<file path="src/hw/gdm_params.svh">
// Constants of the gate driver mode controller
`ifndef GDM_PARAMS_SVH
`define GDM_PARAMS_SVH

// =====================================================
// Command words and fields
`define GDM_CMD_ENTER_CONFIG 16'h1880
`define GDM_CMD_ENTER_VERIFY 16'h1140
`define GDM_CMD_LEAVE_CONFIG 16'h1220
`define GDM_WRH_PATTERN 16'h4400
`define GDM_WRH_MASK 16'hfe00
`define GDM_WRL_PATTERN 16'ha000
`define GDM_WRL_MASK 16'hf000
`define GDM_WRL_ADDR_POS 7
`define GDM_WRL_DATA_POS 1
`define GDM_WRH_DATA_POS 1

// =====================================================
// Register map used by the low-byte commit
`define GDM_ADDR_PRIMARY_CTRL 5'h02
`define GDM_CLEAR_STICKY_POS 4
`define GDM_CFG_ADDR_MAX 5'h0f
`define GDM_BUFFER_RESET 16'h0000

// =====================================================
// Timing
`define GDM_LOCKOUT_OSC_CYCLES 9'd256
`define GDM_VERIFY_TIMEOUT_DEFAULT 32'd400000

`endif

</file>
<file path="src/hw/gdm_pkg.sv">
// Types of the gate driver mode controller
package gdm_pkg;

    // Gray-coded along default, config, configured, active
    typedef enum logic [2:0] {
        GDM_DEFAULT = 3'h0,
        GDM_CONFIG = 3'h1,
        GDM_CONFIGURED = 3'h3,
        GDM_ACTIVE = 3'h2,
        GDM_VERIFY = 3'h6,
        GDM_WEAK = 3'h7,
        GDM_ERROR = 3'h5
    } gdm_mode_t;

    typedef struct packed {
        logic desaturation_event;
        logic overcurrent;
        logic stage_tristate;
        logic shutdown_tristate;
    } gdm_class_a_t;

    typedef struct packed {
        logic supply2_under;
        logic supply2_over;
        logic supply3_under;
        logic supply3_over;
        logic supervision;
    } gdm_class_b_t;

    typedef struct packed {
        logic valid;
        logic [4:0] addr;
        logic [15:0] data;
    } gdm_reg_write_t;

endpackage
</file>
<file path="src/hw/gdm_mode_ctrl.sv">
// Operating mode controller with staged register writes and fault outputs
`timescale 1ns/1ps
`default_nettype none
`include "gdm_params.svh"
module gdm_mode_ctrl #(
    parameter logic [31:0] VERIFY_TIMEOUT_CYCLES = `GDM_VERIFY_TIMEOUT_DEFAULT
) (
    input wire logic i_clock,
    input wire logic i_rst,
    input wire logic i_cmd_valid,
    input wire logic [15:0] i_cmd_word,
    input wire logic i_enable,
    input wire logic i_pwm_input,
    input wire logic i_secondary_oscillator,
    input wire gdm_pkg::gdm_class_a_t i_class_a,
    input wire gdm_pkg::gdm_class_b_t i_class_b,
    input wire logic i_class_c,
    output logic [2:0] o_mode_status_field,
    output gdm_pkg::gdm_reg_write_t o_reg_write,
    output logic o_spi_error,
    output logic o_class_a_error,
    output logic o_class_b_error,
    output logic o_class_a_fault_n,
    output logic o_class_b_fault_n,
    output logic o_gate_on,
    output logic o_gate_weak,
    output logic o_gate_tristate,
    output logic o_safe_turnoff,
    output logic o_regular_turnoff,
    output logic o_lockout,
    output logic o_reset_ready_pin
);
    import gdm_pkg::*;

    // =====================================================
    // Input synchronisers
    logic [2:0] en_sync;
    logic [2:0] pwm_sync;
    logic [2:0] osc_sync;
    logic en_level;
    logic pwm_level;
    logic osc_level;
    logic en_prev;
    logic osc_prev;

    always_ff @(posedge i_clock) begin
        en_sync <= {en_sync[1:0], i_enable};
        pwm_sync <= {pwm_sync[1:0], i_pwm_input};
        osc_sync <= {osc_sync[1:0], i_secondary_oscillator};
    end

    // Level changes only once stages two and three agree
    always_ff @(posedge i_clock) begin
        if (i_rst) begin
            en_level <= 1'b0;
            pwm_level <= 1'b0;
            osc_level <= 1'b0;
        end else begin
            if (en_sync[1] == en_sync[2]) en_level <= en_sync[2];
            if (pwm_sync[1] == pwm_sync[2]) pwm_level <= pwm_sync[2];
            if (osc_sync[1] == osc_sync[2]) osc_level <= osc_sync[2];
        end
    end

    always_ff @(posedge i_clock) begin
        if (i_rst) begin
            en_prev <= 1'b0;
            osc_prev <= 1'b0;
        end else begin
            en_prev <= en_level;
            osc_prev <= osc_level;
        end
    end

    wire en_rise = en_level & ~en_prev;
    wire en_fall = ~en_level & en_prev;
    wire osc_tick = osc_level & ~osc_prev;

    // =====================================================
    // Command decode
    gdm_mode_t mode;
    gdm_mode_t next_mode;
    logic [15:0] write_buffer;
    logic [31:0] verify_count;
    logic [8:0] lockout_count;

    wire is_enter_cfg = i_cmd_valid && (i_cmd_word == `GDM_CMD_ENTER_CONFIG);
    wire is_enter_ver = i_cmd_valid && (i_cmd_word == `GDM_CMD_ENTER_VERIFY);
    wire is_leave_cfg = i_cmd_valid && (i_cmd_word == `GDM_CMD_LEAVE_CONFIG);
    wire is_wr_high = i_cmd_valid &&
        ((i_cmd_word & `GDM_WRH_MASK) == `GDM_WRH_PATTERN);
    wire is_wr_low = i_cmd_valid &&
        ((i_cmd_word & `GDM_WRL_MASK) == `GDM_WRL_PATTERN);
    wire [7:0] wrh_data = i_cmd_word[`GDM_WRH_DATA_POS +: 8];
    wire [4:0] wrl_addr = i_cmd_word[`GDM_WRL_ADDR_POS +: 5];
    wire [5:0] wrl_data = i_cmd_word[`GDM_WRL_DATA_POS +: 6];
    wire [15:0] commit_word = {write_buffer[15:8], wrl_data, 2'b00};

    // Configuration space only while configuring; control register always
    wire wrl_allowed = (wrl_addr == `GDM_ADDR_PRIMARY_CTRL) ||
        ((mode == GDM_CONFIG) && (wrl_addr <= `GDM_CFG_ADDR_MAX));
    wire wrl_ok = is_wr_low && wrl_allowed;
    wire clear_sticky = wrl_ok && (wrl_addr == `GDM_ADDR_PRIMARY_CTRL) &&
        commit_word[`GDM_CLEAR_STICKY_POS];

    wire enter_cfg_ok = is_enter_cfg && ((mode == GDM_DEFAULT) || (mode == GDM_ERROR));
    wire enter_ver_ok = is_enter_ver && (mode == GDM_CONFIG);
    wire leave_cfg_ok = is_leave_cfg && (mode == GDM_CONFIG);
    wire cmd_reject = (is_enter_cfg && !enter_cfg_ok) || (is_enter_ver && !enter_ver_ok) ||
        (is_leave_cfg && !leave_cfg_ok) || (is_wr_low && !wrl_allowed);

    // =====================================================
    // Event classification
    wire verify_timeout = ((mode == GDM_VERIFY) || (mode == GDM_WEAK)) &&
        (verify_count >= VERIFY_TIMEOUT_CYCLES);
    wire safe_event = i_class_a.desaturation_event | i_class_a.overcurrent;
    wire tri_event = i_class_a.stage_tristate | i_class_a.shutdown_tristate;
    wire class_a = safe_event | en_fall | tri_event;
    wire class_b = (|i_class_b) | verify_timeout;
    wire enabled = (mode == GDM_ACTIVE) || (mode == GDM_WEAK);
    wire a_moves = class_a && enabled && !class_b;
    wire b_moves = class_b && (mode != GDM_ERROR);
    // A tristate arriving with a turn-off cause must not hide that cause
    wire eto_start = safe_event | en_fall | class_b;

    // =====================================================
    // Mode state machine; class C input is never looked at here
    always_comb begin
        next_mode = mode;
        if (class_b) begin
            next_mode = GDM_ERROR;
        end else if (class_a) begin
            case (mode)
                GDM_ACTIVE: next_mode = GDM_CONFIGURED;
                GDM_WEAK: next_mode = GDM_VERIFY;
                default: next_mode = mode;
            endcase
        end else begin
            case (mode)
                GDM_DEFAULT: if (enter_cfg_ok) next_mode = GDM_CONFIG;
                GDM_ERROR: begin
                    if (enter_cfg_ok) next_mode = GDM_CONFIG;
                    else if (clear_sticky) next_mode = GDM_DEFAULT;
                end
                GDM_CONFIG: begin
                    if (leave_cfg_ok) next_mode = GDM_CONFIGURED;
                    else if (enter_ver_ok) next_mode = GDM_VERIFY;
                end
                // Re-enable refused while the lockout runs
                GDM_CONFIGURED: if (en_rise && lockout_count == 9'd0) next_mode = GDM_ACTIVE;
                GDM_VERIFY: if (en_rise && lockout_count == 9'd0) next_mode = GDM_WEAK;
                GDM_ACTIVE: next_mode = mode;
                GDM_WEAK: next_mode = mode;
                default: next_mode = GDM_DEFAULT;
            endcase
        end
    end

    always_ff @(posedge i_clock) begin
        if (i_rst) mode <= GDM_DEFAULT;
        else mode <= next_mode;
    end

    // Watchdog runs across verification and weak active, cleared elsewhere
    always_ff @(posedge i_clock) begin
        if (i_rst) verify_count <= 32'd0;
        else if (mode == GDM_VERIFY || mode == GDM_WEAK) verify_count <= verify_count + 32'd1;
        else verify_count <= 32'd0;
    end

    // Counted on secondary oscillator rising edges, restarted on every turn-off
    always_ff @(posedge i_clock) begin
        if (i_rst) lockout_count <= `GDM_LOCKOUT_OSC_CYCLES;
        else if (eto_start) lockout_count <= `GDM_LOCKOUT_OSC_CYCLES;
        else if (osc_tick && lockout_count != 9'd0) lockout_count <= lockout_count - 9'd1;
    end

    // =====================================================
    // Write buffer
    always_ff @(posedge i_clock) begin
        if (i_rst) begin
            write_buffer <= `GDM_BUFFER_RESET;
        end else if (wrl_ok) begin
            write_buffer <= `GDM_BUFFER_RESET;
        end else if (is_wr_high) begin
            write_buffer[15:8] <= wrh_data;
        end
    end

    // Class A never writes configuration; only legal commits do
    always_ff @(posedge i_clock) begin
        if (i_rst) begin
            o_reg_write <= '0;
        end else begin
            o_reg_write.valid <= wrl_ok;
            o_reg_write.addr <= wrl_addr;
            o_reg_write.data <= commit_word;
        end
    end

    // =====================================================
    // Outputs
    always_ff @(posedge i_clock) begin
        if (i_rst) begin
            o_spi_error <= 1'b0;
            o_class_a_error <= 1'b0;
            o_class_b_error <= 1'b0;
            o_class_a_fault_n <= 1'b1;
            o_class_b_fault_n <= 1'b1;
            o_safe_turnoff <= 1'b0;
            o_regular_turnoff <= 1'b0;
            o_gate_tristate <= 1'b0;
        end else begin
            o_spi_error <= cmd_reject | i_class_c;
            o_class_a_error <= class_a;
            o_class_b_error <= class_b;
            // Class A fault asserted with a safe or enable-fall transition, held until re-enabled; class B fault held until error is left
            if (a_moves && (safe_event || en_fall)) o_class_a_fault_n <= 1'b0;
            else if (next_mode == GDM_ACTIVE || next_mode == GDM_WEAK) o_class_a_fault_n <= 1'b1;
            if (b_moves) o_class_b_fault_n <= 1'b0;
            else if (mode == GDM_ERROR && next_mode != GDM_ERROR) o_class_b_fault_n <= 1'b1;
            o_safe_turnoff <= safe_event;
            o_regular_turnoff <= !safe_event && (en_fall || class_b);
            o_gate_tristate <= tri_event;
        end
    end

    always_ff @(posedge i_clock) begin
        if (i_rst) begin
            o_mode_status_field <= 3'h0;
            o_gate_on <= 1'b0;
            o_gate_weak <= 1'b0;
            o_lockout <= 1'b1;
            o_reset_ready_pin <= 1'b0;
        end else begin
            o_mode_status_field <= next_mode;
            o_gate_on <= (next_mode == GDM_ACTIVE) && pwm_level;
            o_gate_weak <= (next_mode == GDM_WEAK) && pwm_level;
            o_lockout <= (lockout_count != 9'd0);
            o_reset_ready_pin <= 1'b1;
        end
    end

    // =====================================================
    // Checks
    chk_gate_only_active: assert property (@(posedge i_clock) disable iff (i_rst)
        o_gate_on |-> (o_mode_status_field == GDM_ACTIVE))
        else $error("Gate on outside active mode");
    chk_weak_only_weak: assert property (@(posedge i_clock) disable iff (i_rst)
        o_gate_weak |-> (o_mode_status_field == GDM_WEAK))
        else $error("Weak turn-on outside weak active mode");
    chk_class_a_drop: assert property (@(posedge i_clock) disable iff (i_rst)
        (mode == GDM_ACTIVE && class_a && !class_b) |=> (mode == GDM_CONFIGURED))
        else $error("Class A did not leave active mode");
    chk_class_a_stay: assert property (@(posedge i_clock) disable iff (i_rst)
        (class_a && !enabled && !class_b) |=> $stable(mode))
        else $error("Class A changed a disabled mode");
    chk_class_b_error: assert property (@(posedge i_clock) disable iff (i_rst)
        class_b |=> (mode == GDM_ERROR && o_class_b_error))
        else $error("Class B did not enter error mode");
    chk_fault_a_cause: assert property (@(posedge i_clock) disable iff (i_rst)
        $fell(o_class_a_fault_n) |-> (($past(mode) == GDM_ACTIVE && mode == GDM_CONFIGURED) ||
        ($past(mode) == GDM_WEAK && mode == GDM_VERIFY)))
        else $error("Class A fault without mode drop");
    chk_fault_b_cause: assert property (@(posedge i_clock) disable iff (i_rst)
        $fell(o_class_b_fault_n) |-> ($past(mode) != GDM_ERROR && mode == GDM_ERROR))
        else $error("Class B fault without transition");
    chk_no_write_on_a: assert property (@(posedge i_clock) disable iff (i_rst)
        (class_a && !wrl_ok) |=> !o_reg_write.valid)
        else $error("Class A wrote a register");
    chk_buffer_cleared: assert property (@(posedge i_clock) disable iff (i_rst)
        wrl_ok |=> (write_buffer == 16'h0000 && o_reg_write.valid))
        else $error("Buffer not cleared after commit");
    chk_high_byte_load: assert property (@(posedge i_clock) disable iff (i_rst)
        (is_wr_high && !wrl_ok && !class_a && !class_b && !en_rise) |=>
        (write_buffer[15:8] == $past(wrh_data) && $stable(mode)))
        else $error("High byte write misbehaved");
    chk_bad_cmd_error: assert property (@(posedge i_clock) disable iff (i_rst)
        (is_enter_ver && mode != GDM_CONFIG) |=> o_spi_error)
        else $error("Invalid command raised no SPI error");
    chk_enter_cfg_move: assert property (@(posedge i_clock) disable iff (i_rst)
        (enter_cfg_ok && !class_a && !class_b) |=> (mode == GDM_CONFIG))
        else $error("Enter config did not reach configuration mode");
    chk_leave_cfg_move: assert property (@(posedge i_clock) disable iff (i_rst)
        (leave_cfg_ok && !class_a && !class_b) |=> (mode == GDM_CONFIGURED))
        else $error("Leave config did not reach configured mode");
    chk_clear_sticky_move: assert property (@(posedge i_clock) disable iff (i_rst)
        (clear_sticky && mode == GDM_ERROR && !class_a && !class_b) |=> (mode == GDM_DEFAULT))
        else $error("Clear sticky did not leave error mode");
    chk_class_c_mode: assert property (@(posedge i_clock) disable iff (i_rst)
        (i_class_c && !i_cmd_valid && !class_a && !class_b && !en_rise) |=> $stable(mode))
        else $error("Class C changed mode");
    chk_lockout_refuse: assert property (@(posedge i_clock) disable iff (i_rst)
        (mode == GDM_CONFIGURED && lockout_count != 9'd0) |=> (mode != GDM_ACTIVE))
        else $error("Re-enabled during lockout");
    chk_tristate_no_eto: assert property (@(posedge i_clock) disable iff (i_rst)
        (tri_event && !safe_event && !en_fall && !class_b && lockout_count == 9'd0) |=>
        (lockout_count == 9'd0))
        else $error("Tristate alone restarted the lockout");
    // Reset checks carry no disable, they must see reset itself
    chk_reset_state: assert property (@(posedge i_clock)
        i_rst |=> (mode == GDM_DEFAULT && write_buffer == 16'h0000 && !o_gate_on))
        else $error("Reset left state behind");
    chk_ready_high: assert property (@(posedge i_clock)
        !i_rst |=> o_reset_ready_pin)
        else $error("Ready pin low outside reset");

    // =====================================================
    // Cover points
    cov_reach_active: cover property (@(posedge i_clock) mode == GDM_ACTIVE);
    cov_reach_weak: cover property (@(posedge i_clock) mode == GDM_WEAK);
    cov_error_mode: cover property (@(posedge i_clock) $rose(mode == GDM_ERROR));
    cov_clear_sticky: cover property (@(posedge i_clock) clear_sticky && mode == GDM_ERROR);
    cov_lockout_refused: cover property (@(posedge i_clock)
        mode == GDM_CONFIGURED && en_rise && lockout_count != 9'd0);

endmodule // gdm_mode_ctrl
`default_nettype wire

</file>
<file path="config.mk">
export PLATFORM = sky130hd
export DESIGN_NAME = gdm_mode_ctrl
export DESIGN_NICKNAME = d
export VERILOG_FILES = /design/src/hw/gdm_pkg.sv /design/src/hw/gdm_mode_ctrl.sv
export VERILOG_INCLUDE_DIRS = /design/src /design/src/hw
export SDC_FILE = /design/constraint.sdc
export NUM_CORES = 1
export LEC_CHECK = 0
export BUFFER_PORTS_ARGS = -buffer_cell sky130_fd_sc_hd__clkbuf_2
export CORE_MARGIN = 3
export CORE_UTILIZATION = 39
export DETAILED_ROUTE_END_ITERATION = 16
export HOLD_SLACK_MARGIN = 0.12
export PLACE_DENSITY = 0.67
export SLEW_MARGIN = 20
export SYNTH_ARGS = -nofsm -noshare
export SYNTH_HDL_FRONTEND = slang
export SYNTH_SLANG_ARGS = --single-unit
</file>
<file path="constraint.sdc">
create_clock -name i_clock -period 5.6 [get_ports i_clock]
set_clock_uncertainty 0.05 [all_clocks]
set_input_delay 0.28 -clock i_clock [delete_from_list [all_inputs] [get_ports i_clock]]
set_output_delay 0.28 -clock i_clock [all_outputs]
set_load 0.05 [all_outputs]
</file>
==> flow_metrics.tcl <==
set metrics [dict create \
    status "completed" \
    worstSkewPairLatency_ns 0.36 \
    core-area_sq_um 9420 \
    setup_tns_ns 0 \
    clockBufferDepth 2 \
    min_path_type "in2reg" \
    finalCriticalPeriod_ns 2.75 \
    slowest_stage "nor4b_1" \
    path_max_fanout 5 \
    num_rows 35 \
    clk_pin_slew_ns 0.10 \
    place_area_sq_um 4270 \
    layout_setup_ws_ns 2.85 \
    die_area_sq_um 11100 \
    fmax_mhz 364 \
    avgSynthCellArea_sq_um 9.29 \
    die_w_microns 105 \
    synth_seq_cells 98 \
    worstPathRequired_ns 5.80 \
    layout.nets 529 \
    wl_per_cell_microns 12.2 \
    worstPathCellList "inv_1 > ha_1 > nor4b_1 > nand4b_1 > and4_2 > a2111o_1 > nor3_4 > xnor2_1 > o311a_1" \
    cts_resized 0 \
    drtPass1Iterations 4 \
    ant_nets 0 \
    synth_cells 414 \
    grt_setup_unrepaired "false" \
    gp_congestion 0.828 \
    setup_viol 0 \
    grt_usage 0.143 \
    pin_count 69 \
    io_buffers 66 \
    clockRootBuffer "clkbuf_8" \
    maxCapViolCount 0 \
    grt_max_degree 40 \
    post-route-drc-count 0 \
    drtIter0Drc 103 \
    fp.dieH_microns 105 \
    htreeDepth 3 \
    p_leak_uw 0.00182 \
    period_share 0.491 \
    synth_ff_type "dfxtp_1" \
    finish.utilization 0.490 \
    syn-cell-area_sq_um 3850 \
    dpl_worst_slack_ns 2.88 \
    grt-busiest-layer "met2" \
    dp_hpwl_mm 5.43 \
    start_util 0.409 \
    power_density_nw_per_um2 279 \
    async_flop_share 0 \
    gr-total-overflow 0 \
    drv_slew 0 \
    synth_cell_types 50 \
    critPathArrivalTime_ns 2.95 \
    grt_pass1_wl_mm 13.1 \
    p_total_uw 1290 \
    ir_worst_vdd_v 0.000129 \
    synth_edf_count 0 \
    crit_path_start_kind "flop" \
    met2_usage 0.233 \
    grt_pass1_vias 2926 \
    end_kind "flop" \
    tightestPinTransition_ns 0.791 \
    viasPerCell 4.81 \
    diodes 0 \
    gr-usage-met3 0.0441 \
    cts_tree "done" \
    wl_mm 7.64 \
    fin_area_sq_um 4620 \
    numCtsBuffers 9 \
    ys_seq_area_frac 0.510 \
    crit_type "reg2reg" \
    antenna_found_initial 0 \
    hold_viol_final 0 \
    use_met1 0.179 \
    drive_gt1_frac 0.185 \
    cpPeakStageDelay_ns 0.44 \
    clkSinkCount 98 \
    synth_warnings 0 \
    synthToLayoutAreaGrowth_pct 20.0 \
    maxSlewHeadroom 0.473 \
    num_vias 3015 \
]
==> cell type report <==
type                            instances  area (sq um)
Timing Repair Buffer                   81           478
Clock buffer                           10           138
Sequential cell                        98          1960
Clock inverter                          6          71.3
Fill cell                             883          4800
Multi-Input combinational cell        294          1770
Tap cell                              129           161
Inverter                                9          33.8
==> critical path, delay by kind of cell, from the launching register on <==
kind / cells / cell delay [ns]
AOI/OAI and AO/OA: 2 / 0.66
xor gates and xnor gates: 1 / 0.11
adders and majority gates: 1 / 0.16
buffers and inverters: 1 / 0.09
DFF: 1 / 0.34
and+or+nand+nor: 4 / 1.23
==> per-layer routing <==
layer / up-vias / share of wire / wire length (microns)
met5: - / 0 / 0
met4: 0 / 0.014 / 106
met3: 9 / 0.046 / 352
met2: 59 / 0.46 / 3490
met1: 1385 / 0.48 / 3690
li1: 1562 / - / -
==> registers in the layout, indices dropped and copies added, names as in the netlist, 3 cells and up <==
signal               cells
o_mode_status_field      3
pwm_sync                 3
osc_sync                 3
en_sync                  3
o_reg_write             20
verify_count            32
write_buffer             8
lockout_count            9
==> logic make-up (layout without fill, tap and decap cells) <==
kind of cell               Yosys count  count (layout)  synth area share
AOI/OAI and AO/OA                   41              41            0.0657
xor gates and xnor gates            35              35            0.0797
adders and majority gates            4               4            0.0130
buffers and inverters               23             106            0.0299
DFF                                 98              98             0.510
muxes                                8               8            0.0208
other                                1               2          0.000975
and+or+nand+nor                    204             204             0.280
==> synthesized netlist by cell type (2+ instances only) <==
library cell,number,area (sq um)
a211oi_1,2,15.0
a21oi_1,16,80.1
a31oi_1,4,25.0
and3_1,10,62.6
and3b_1,3,26.3
buf_4,3,22.5
clkbuf_1,9,33.8
dfxtp_1,98,1960
ha_1,4,50.1
inv_1,9,33.8
mux2i_1,8,80.1
nand2_1,32,120
nand2b_1,2,12.5
nand3_1,12,60.1
nand3b_1,2,15.0
nand4_1,4,25.0
nand4b_1,3,26.3
nor2_1,71,267
nor2b_1,28,175
nor3_1,8,40.0
nor4_1,4,25.0
nor4b_1,5,43.8
nor4bb_1,3,30.0
o21ai_0,9,45.0
o32ai_1,2,17.5
or3_1,4,25.0
or4_1,2,15.0
or4_4,2,22.5
xnor2_1,17,149
xor2_1,18,158
==> placed cells by master (no fill, tap or decap), types with 2 or more instances in the layout <==
| master | netlist | routed |
|---|---|---|
| a211oi_1 | 2 | 2 |
| a21oi_1 | 16 | 16 |
| a31oi_1 | 4 | 4 |
| and3_1 | 10 | 10 |
| and3b_1 | 3 | 3 |
| clkbuf_2 | 0 | 66 |
| clkbuf_8 | 1 | 10 |
| conb_1 | 1 | 2 |
| dfxtp_1 | 98 | 98 |
| dlygate4sd3_1 | 0 | 14 |
| ha_1 | 4 | 4 |
| inv_1 | 9 | 9 |
| mux2i_1 | 8 | 8 |
| nand2_1 | 32 | 32 |
| nand2b_1 | 2 | 2 |
| nand3_1 | 12 | 12 |
| nand3b_1 | 2 | 2 |
| nand4_1 | 4 | 4 |
| nand4b_1 | 3 | 3 |
| nor2_1 | 71 | 71 |
| nor2b_1 | 28 | 28 |
| nor3_1 | 8 | 8 |
| nor4_1 | 4 | 4 |
| nor4b_1 | 5 | 5 |
| nor4bb_1 | 3 | 3 |
| o21ai_0 | 9 | 9 |
| o32ai_1 | 2 | 2 |
| or3_1 | 4 | 4 |
| or4_1 | 2 | 2 |
| or4_4 | 2 | 2 |
| xnor2_1 | 17 | 17 |
| xor2_1 | 18 | 18 |
==> metrics by stage <==
stage	hold WS (ns)	cells
floorplan	0.258	415
global placement	0.261	597
detailed placement	0.266	597
CTS	0.128	627
global route	0.129	627
finish	0.150	627
==> worst paths after layout <==
path                                               startpoint                             end  slack [ns]  depth (start not counted)
worst max-delay path            lockout_count[0]$_SDFFE_PP0P_  o_class_a_fault_n$_SDFFE_PP1P_        2.85                          9
worst min-delay path                            i_cmd_word[6]       o_reg_write[7]$_SDFF_PP0_        0.15                          2
worst max register to register  lockout_count[0]$_SDFFE_PP0P_  o_class_a_fault_n$_SDFFE_PP1P_        2.85                          9
worst min register to register            osc_sync[0]$_DFF_P_             osc_sync[1]$_DFF_P_        0.28                          0
==> power by group <==
part           internal (uW)  switching [uW]
Sequential               711            6.37
Combinational           35.1            67.2
Clock                    223             246
==> timing repair <==
| item | 4_1_cts | 5_1_grt |
|---|---|---|
| setup buffers | 0 | 0 |
| setup endpoints to repair | 0 | 0 |
| hold endpoints to repair | 12 | 0 |
| hold buffers | 14 | 0 |
No activity file was read; power rests on OpenSTA's default activity.
